--- src/ptu_map.svh ---
// register map, field positions, divisors and timing constants of the timer unit
`ifndef PTU_MAP_SVH
`define PTU_MAP_SVH

`define PTU_IDX_CTL_A      6'h0C
`define PTU_IDX_CTL_B      6'h0D
`define PTU_IDX_CTL_CD     6'h0E
`define PTU_IDX_DATA_A     6'h0F
`define PTU_IDX_DATA_B     6'h10
`define PTU_IDX_DATA_C     6'h11
`define PTU_IDX_DATA_D     6'h12
`define PTU_IDX_EDGE       6'h13

`define PTU_CTL_RST_BIT    4
`define PTU_EDGE_BIT_A     4
`define PTU_EDGE_BIT_B     3

`define PTU_MODE_STOP      4'h0
`define PTU_MODE_EVENT     4'h8
`define PTU_CNT_RELOAD     8'h01

`define PTU_DIV_4          8'h04
`define PTU_DIV_10         8'h0A
`define PTU_DIV_16         8'h10
`define PTU_DIV_50         8'h32
`define PTU_DIV_64         8'h40
`define PTU_DIV_100        8'h64
`define PTU_DIV_200        8'hC8

`define PTU_PCLK_NS        20
`define PTU_TCLK_NS        400
`define PTU_TICK_DIV       8'((`PTU_TCLK_NS + `PTU_PCLK_NS - 1) / `PTU_PCLK_NS)

`endif

--- src/ptu_pkg.sv ---
// types of the prescaled down timer unit
package ptu_pkg;

   typedef struct packed {
      logic [3:0]      ctl_a;
      logic [3:0]      ctl_b;
      logic [2:0]      ctl_c;
      logic [2:0]      ctl_d;
      logic [7:0]      edge_sel;
      logic [7:0]      tick_div;
      logic [3:0][7:0] psc;
      logic [3:0][7:0] cnt;
      logic [3:0][7:0] tconst;
      logic [3:0][7:0] hold;
      logic [3:0]      tout;
      logic [3:0]      tmo;
      logic [1:0][2:0] aux_sync;
      logic [1:0]      aux_st;
      logic [1:0]      aux_prev;
      logic [1:0]      chan_prev;
      logic [1:0]      chan_evt;
   } ptu_state_t;

endpackage

--- src/ptu_timer_unit.sv ---
// four prescaled 8-bit down timers behind an apb slave
//
// What this block does
// - control field picks stop, delay, event, pulse modes
// - stopped timer holds count, clears prescaler
// - delay mode prescaler emits periodic count pulses, on A and B only at active aux level
// - count pulse decrements; at 01 reload, time-out
// - time-out pulses drive timer interrupt channel
// - each time-out toggles timer output pin
// - main counter 8-bit down, readable anytime
// - read returns count held before access phase
// - data write sets constant, loads if stopped
// - running write loads at next pass through 01
// - constant 01 every pulse, 00 every 256
// - prescale change: first time-out may be off
// - only A and B use auxiliary inputs
// - pulse width: inactive aux input halts timer
// - edge bits set aux active level
// - channels 4 and 3 serve aux inputs
// - pulse width mode inverts channel edge
// - event mode: aux edge is count pulse
// - output reset bit forces A and B outputs low on write
// - reset lowers outputs, keeps counters and constants
`include "ptu_map.svh"
`timescale 1ns/100ps
`default_nettype none

module ptu_timer_unit (
   input  wire logic        pclk,
   input  wire logic        presetn,
   input  wire logic        psel,
   input  wire logic        penable,
   input  wire logic        pwrite,
   input  wire logic [7:0]  paddr,
   input  wire logic [31:0] pwdata,
   output logic      [31:0] prdata,
   output logic             pready,
   output logic             pslverr,
   input  wire logic        timer_a_aux_input,
   input  wire logic        timer_b_aux_input,
   output logic             timer_a_out,
   output logic             timer_b_out,
   output logic             timer_c_out,
   output logic             timer_d_out,
   output logic             timer_a_timeout,
   output logic             timer_b_timeout,
   output logic             timer_c_timeout,
   output logic             timer_d_timeout,
   output logic             gp_interrupt_channel_4,
   output logic             gp_interrupt_channel_3
);

   ptu_pkg::ptu_state_t s_r;
   ptu_pkg::ptu_state_t s_nxt;

   logic [5:0] idx;
   logic       addr_ok;
   logic       mapped;
   logic       access;
   logic       wr;
   logic       tick;

   assign idx     = paddr[7:2];
   assign addr_ok = (paddr[1:0] == 2'b00);
   assign access  = psel & penable;
   assign wr      = access & pwrite & addr_ok;
   assign mapped  = addr_ok && idx >= `PTU_IDX_CTL_A && idx <= `PTU_IDX_EDGE;
   assign tick    = (s_r.tick_div == 8'(`PTU_TICK_DIV - 8'h01));

   // prescale code to division ratio
   function automatic logic [7:0] ptu_div(input logic [2:0] code);
      logic [7:0] d;
      d = `PTU_DIV_4;
      unique case (code)
         3'h1: d = `PTU_DIV_4;
         3'h2: d = `PTU_DIV_10;
         3'h3: d = `PTU_DIV_16;
         3'h4: d = `PTU_DIV_50;
         3'h5: d = `PTU_DIV_64;
         3'h6: d = `PTU_DIV_100;
         3'h7: d = `PTU_DIV_200;
         3'h0: d = `PTU_DIV_4;
      endcase
      return d;
   endfunction

   always_comb begin
      logic [3:0] mode;
      logic       stopped;
      logic       ev_mode;
      logic       pw_mode;
      logic       gate;
      logic       aux_edge;
      logic       cpulse;
      logic       act;
      logic       chan;
      logic [7:0] div;
      logic       dwr;
      logic       rst_out;
      mode     = `PTU_MODE_STOP;
      stopped  = 1'b1;
      ev_mode  = 1'b0;
      pw_mode  = 1'b0;
      gate     = 1'b0;
      aux_edge = 1'b0;
      cpulse   = 1'b0;
      act      = 1'b0;
      chan     = 1'b0;
      div      = `PTU_DIV_4;
      dwr      = 1'b0;
      rst_out  = 1'b0;
      s_nxt    = s_r;
      s_nxt.tmo      = 4'h0;
      s_nxt.chan_evt = 2'b00;
      s_nxt.tick_div = tick ? 8'h00 : 8'(s_r.tick_div + 8'h01);

      // three-stage sync; stable value moves only when stages 2 and 3 agree
      for (int a = 0; a < 2; a++) begin
         s_nxt.aux_sync[a] = {s_r.aux_sync[a][1:0], (a == 0) ? timer_a_aux_input : timer_b_aux_input};
         if (s_r.aux_sync[a][1] == s_r.aux_sync[a][2]) begin
            s_nxt.aux_st[a] = s_r.aux_sync[a][2];
         end
         s_nxt.aux_prev[a] = s_r.aux_st[a];
      end

      if (wr) begin
         unique case (idx)
            `PTU_IDX_CTL_A:  s_nxt.ctl_a = pwdata[3:0];
            `PTU_IDX_CTL_B:  s_nxt.ctl_b = pwdata[3:0];
            `PTU_IDX_CTL_CD: begin
               s_nxt.ctl_c = pwdata[6:4];
               s_nxt.ctl_d = pwdata[2:0];
            end
            `PTU_IDX_EDGE:   s_nxt.edge_sel = pwdata[7:0];
            default: ;
         endcase
      end

      for (int t = 0; t < 4; t++) begin
         unique case (t)
            0: mode = s_r.ctl_a;
            1: mode = s_r.ctl_b;
            2: mode = {1'b0, s_r.ctl_c};
            default: mode = {1'b0, s_r.ctl_d};
         endcase
         stopped = (mode == `PTU_MODE_STOP);
         ev_mode = (mode == `PTU_MODE_EVENT) && (t < 2);
         pw_mode = mode[3] && !ev_mode && (t < 2);
         div     = ptu_div(mode[2:0]);
         act     = 1'b0;
         gate    = 1'b1;
         aux_edge = 1'b0;
         if (t < 2) begin
            act = (t == 0) ? s_r.edge_sel[`PTU_EDGE_BIT_A] : s_r.edge_sel[`PTU_EDGE_BIT_B];
            gate = (s_r.aux_st[t] == act);
            aux_edge = (s_r.aux_st[t] != s_r.aux_prev[t]) && (s_r.aux_st[t] == act);
            chan = s_r.aux_st[t] ^ pw_mode;
            s_nxt.chan_prev[t] = chan;
            s_nxt.chan_evt[t]  = (chan != s_r.chan_prev[t]) && (chan == act);
         end

         cpulse = 1'b0;
         if (stopped || ev_mode) begin
            s_nxt.psc[t] = 8'h00;
         end else if (tick && gate) begin
            if (s_r.psc[t] >= 8'(div - 8'h01)) begin
               s_nxt.psc[t] = 8'h00;
               cpulse = 1'b1;
            end else begin
               s_nxt.psc[t] = 8'(s_r.psc[t] + 8'h01);
            end
         end
         if (ev_mode) begin
            cpulse = aux_edge;
         end

         if (cpulse) begin
            if (s_r.cnt[t] == `PTU_CNT_RELOAD) begin
               s_nxt.cnt[t]  = s_r.tconst[t];
               s_nxt.tmo[t]  = 1'b1;
               s_nxt.tout[t] = ~s_r.tout[t];
            end else begin
               s_nxt.cnt[t] = 8'(s_r.cnt[t] - 8'h01);
            end
         end

         dwr = wr && (idx == 6'(`PTU_IDX_DATA_A + 6'(t)));
         if (dwr) begin
            s_nxt.tconst[t] = pwdata[7:0];
            if (stopped) begin
               s_nxt.cnt[t] = pwdata[7:0];
            end
         end

         rst_out = wr && pwdata[`PTU_CTL_RST_BIT] && (t < 2) &&
                   (idx == 6'(`PTU_IDX_CTL_A + 6'(t)));
         if (rst_out) begin
            s_nxt.tout[t] = 1'b0;
         end

         // hold frozen through the access phase so the read is coherent
         if (!access) begin
            s_nxt.hold[t] = s_r.cnt[t];
         end
      end
   end

   // counters and constants keep their value through reset
   always_ff @(posedge pclk or negedge presetn) begin
      if (!presetn) begin
         s_r.ctl_a     <= 4'h0;
         s_r.ctl_b     <= 4'h0;
         s_r.ctl_c     <= 3'h0;
         s_r.ctl_d     <= 3'h0;
         s_r.edge_sel  <= 8'h00;
         s_r.tick_div  <= 8'h00;
         s_r.psc       <= 32'h0000_0000;
         s_r.hold      <= 32'h0000_0000;
         s_r.tout      <= 4'h0;
         s_r.tmo       <= 4'h0;
         s_r.aux_sync  <= 6'h00;
         s_r.aux_st    <= 2'h0;
         s_r.aux_prev  <= 2'h0;
         s_r.chan_prev <= 2'h0;
         s_r.chan_evt  <= 2'h0;
      end else begin
         s_r <= s_nxt;
      end
   end

   always_comb begin
      prdata = 32'h0000_0000;
      if (psel && !pwrite && addr_ok) begin
         unique case (idx)
            `PTU_IDX_CTL_A:  prdata = {28'h000_0000, s_r.ctl_a};
            `PTU_IDX_CTL_B:  prdata = {28'h000_0000, s_r.ctl_b};
            `PTU_IDX_CTL_CD: prdata = {25'h000_0000, s_r.ctl_c, 1'b0, s_r.ctl_d};
            `PTU_IDX_DATA_A: prdata = {24'h00_0000, s_r.hold[0]};
            `PTU_IDX_DATA_B: prdata = {24'h00_0000, s_r.hold[1]};
            `PTU_IDX_DATA_C: prdata = {24'h00_0000, s_r.hold[2]};
            `PTU_IDX_DATA_D: prdata = {24'h00_0000, s_r.hold[3]};
            `PTU_IDX_EDGE:   prdata = {24'h00_0000, s_r.edge_sel};
            default:         prdata = 32'h0000_0000;
         endcase
      end
   end

   assign pready                 = 1'b1;
   assign pslverr                = access & ~mapped;
   assign timer_a_out            = s_r.tout[0];
   assign timer_b_out            = s_r.tout[1];
   assign timer_c_out            = s_r.tout[2];
   assign timer_d_out            = s_r.tout[3];
   assign timer_a_timeout        = s_r.tmo[0];
   assign timer_b_timeout        = s_r.tmo[1];
   assign timer_c_timeout        = s_r.tmo[2];
   assign timer_d_timeout        = s_r.tmo[3];
   assign gp_interrupt_channel_4 = s_r.chan_evt[0];
   assign gp_interrupt_channel_3 = s_r.chan_evt[1];

endmodule

`default_nettype wire

--- config.mk ---
export PLATFORM = sky130hd
export DESIGN_NAME = ptu_timer_unit
export DESIGN_NICKNAME = d
export VERILOG_FILES = /design/src/ptu_pkg.sv /design/src/ptu_timer_unit.sv
export VERILOG_INCLUDE_DIRS = /design/src
export SDC_FILE = /design/constraint.sdc
export NUM_CORES = 1
export LEC_CHECK = 0
export BUFFER_PORTS_ARGS = -buffer_cell sky130_fd_sc_hd__clkbuf_2
export CAP_MARGIN = 20
export CORE_ASPECT_RATIO = 0.9
export CORE_MARGIN = 2
export CORE_UTILIZATION = 29
export DETAILED_ROUTE_END_ITERATION = 6
export PLACE_DENSITY = 0.53
export SLEW_MARGIN = 20
export SYNTH_ARGS = -nofsm -noshare
export SYNTH_HDL_FRONTEND = slang
export SYNTH_SLANG_ARGS = --single-unit
--- constraint.sdc ---
create_clock -name pclk -period 3.7 [get_ports pclk]
set_input_delay 0.185 -clock pclk [delete_from_list [all_inputs] [get_ports pclk]]
set_output_delay 0.185 -clock pclk [all_outputs]
set_load 0.01 [all_outputs]
==> flow_summary.toml <==
[clock_tree]
clock_sinks = 180
clkLatencyLatePin_ns = 0.44
numCtsBuffers = 17
tritoncts = "built"
cts_setup_buffers = 0
cts_hold_buf = 3
cts_resized = 0
clk_path_buf_depth = 2
clk_pin_slew_ns = 0.07
cts_max_level = 4
clock-root-buffer = "clkbuf_16"

[timing]
finalSetupViolations = 0
rsz0062_at_grt = "false"
final.setup.tns_ns = 0
slew_headroom_pct = 47.6
drv_slew = 0
min_period_over_period_pct = 91.6
max_freq_mhz = 295
report.final.hold_viol_count = 0
fin_crit_ns = 3.39
fin_worst_skew_ns = 0.0103
worst_slew_pin_slew_ns = 0.783

[power]
vdd_ir_drop_max_mv = 0.340
p_leak_nw = 4.70
powerDensity_mw_per_mm2 = 387

[layout]
final.fill_count = 3511
postLayoutCoreUtil_pct = 33.4
syn_to_final_growth_pct = 12.8
n_antenna_cell = 0
final_nets = 1120
drive_gt1_share_pct = 15.3

[global_route]
grt_pass1_wl_um = 41600
overflow = 0
first_global_vias = 7123
grt_usage_pct = 14.7
grt_max_degree = 120
antenna_found_initial = 1

[placed_design]
routabilityCongestion = 0.817
port_buffers = 41
hpwl_um = 18700

[detailed_routing]
num_vias = 7589
wl_um = 26600
post-route-drc-count = 0
drtIter0Drc = 525
via_per_inst = 5.05
first_pass_iters = 6
ant_nets = 0
wire_per_inst_um = 17.7

[setup_path]
cp_max_fo = 15
crit_required_ns = 3.89
endpoint_kind = "flop"
critPathKind = "reg -> reg"
cp_slowest_stage_delay_ns = 0.59
cp_cell_sequence = "inv_1 > nor2_1 > a21oi_1 > ha_1 > nand2b_1 > nor2_1 > a31oi_1 > ha_1 > a41o_1 > a21oi_1 > o21ai_0 > a31oi_1 > buf_4 > o21ai_0 > a31o_2"
slowest_stage = "dfrtp_1"
critPathTopFamily = "compound AO/OA/AOI/OAI gates"
start_kind = "flop"
crit_buf_inv = 2
cp_data_arrival_time_ns = 3.58

[yosys]
synth_seq_cells = 180
syn_area_per_cell_um2 = 10.2
synth_area_mm2 = 0.0101
syn_inst = 991
seq_area_frac_synth_pct = 47.7
ys.flop_type = "dfrtp_1"
async_flop_share_pct = 64.4
synth_edf_count = 64
ys_types = 70
synth-warning-count = 0

[floorplan]
rows = 64
start_util_pct = 29.6
die_h_um = 181
die_area_mm2 = 0.0364
ios = 91
die_x_um = 201
core_mm2 = 0.0342

[worst_hold_path]
min_path_type = "in -> reg"

[job]
drv_cap = 0

[run_status]
status = "finished clean"
cell usage in the layout (no fill, tap or decap), types with 6 or more instances in the layout:
master,count
a21o_1,9
a21oi_1,34
a22oi_1,8
a31oi_1,13
and3_1,18
buf_4,16
clkbuf_16,17
clkbuf_2,40
conb_1,25
dfrtp_1,116
edfxtp_1,64
ha_1,45
inv_1,24
mux2_2,54
mux2i_1,17
nand2_1,112
nand2b_1,10
nand3_1,41
nand4_1,6
nor2_1,91
nor2b_1,12
nor3_1,22
nor4_1,8
o211ai_1,14
o21ai_0,50
or3_1,11
or4_1,6
xnor2_1,15
xor2_1,34
layout make-up:
type | instances | area, µm² | share of cell area [%]
Sequential cell | 180 | 4820 | 42.3
Tap cell | 462 | 578 | 5.06
Clock buffer | 18 | 429 | 3.76
Timing Repair Buffer | 61 | 382 | 3.34
Multi-Input combinational cell | 744 | 4960 | 43.4
Clock inverter | 14 | 158 | 1.38
Inverter | 24 | 90.1 | 0.789
cells by family (layout without fill, tap and decap cells):
family	count (synthesis)	in the layout	synth area share [%]
compound gates	178	178	11.5
xor+xnor	49	49	4.24
fa+ha+maj	47	47	5.76
buf+inv	90	117	4.30
flops	180	180	47.7
mux	76	76	8.80
other cells	2	25	0.0742
simple gates	369	369	17.7
Yosys cell counts (all sizes together) (13+ instances only):
library cell | number | area share, %
nand3 | 41 | 2.0
a21oi | 34 | 1.7
and3 | 18 | 1.1
edfxtp | 64 | 19
o21ai | 50 | 2.5
xnor2 | 15 | 1.3
xor2 | 34 | 2.9
inv | 24 | 0.89
buf | 33 | 2.2
o211ai | 14 | 1.0
nor3 | 22 | 1.1
nor2 | 92 | 3.4
ha | 45 | 5.6
mux2i | 17 | 1.7
clkbuf | 33 | 1.2
dfrtp | 116 | 29
nand2 | 113 | 4.2
a31oi | 13 | 0.80
mux2 | 54 | 6.0
power breakdown:
group          internal [mW]  total (mW)  switching (mW)
clock                   1.06        1.86           0.803
combinational          0.140       0.346           0.206
sequential              2.14        2.22          0.0755
registers in the layout, indices dropped and copies added (netlist names):
register and count:
timer_a_timeout 1, timer_d_timeout 1, timer_b_out 1, timer_a_out 1
s_r 164, gp_interrupt_channel_3 1, s_nxt 6, timer_c_out 1
timer_c_timeout 1, gp_interrupt_channel_4 1, timer_d_out 1, timer_b_timeout 1
final timing paths:
path	endpoint	start	slack (ns)	depth (start not counted)
hold / removal	s_r[83]$_DFFE_PP_	pwdata[5]	0.19	1
min in group asynchronous	timer_d_timeout$_DFF_PN0_	presetn	0.20	2
max in group asynchronous	s_r[132]$_DFFE_PN0P_	presetn	2.53	3
setup / recovery	s_r[92]$_DFFE_PP_	s_r[178]$_DFFE_PN0P_	0.31	15
hold reg to reg	s_nxt[10]$_DFF_PN0_	s_nxt[9]$_DFF_PN0_	0.35	0
setup reg to reg	s_r[92]$_DFFE_PP_	s_r[178]$_DFFE_PN0P_	0.31	15
metal layers:
| metal | GRT usage, % | share of wire [%] | vias to the layer above |
|---|---|---|---|
| met5 | 0 | 0.026 | - |
| met4 | 2.55 | 0.79 | 2 |
| met3 | 3.39 | 5.3 | 16 |
| met2 | 21.6 | 43 | 187 |
| met1 | 22.2 | 51 | 3776 |
| li1 | - | - | 3608 |
through the flow:
step / std cells / setup WS (ns) / power (mW) / hold WS, ns / area (µm²)
after CTS: 1503 / 0.326 / 4.48 / 0.165 / 11400
after global placement: 1468 / 0.421 / 2.59 / 0.100 / 10800
final: 1503 / 0.311 / 4.42 / 0.189 / 11400
after detailed placement: 1468 / 0.350 / 2.60 / 0.106 / 10800
after global routing: 1503 / 0.0263 / 4.61 / 0.150 / 11400
after floorplan: 1014 / 0.290 / 2.46 / -0.111 / 10200
Power figures use the tool's default switching activity.
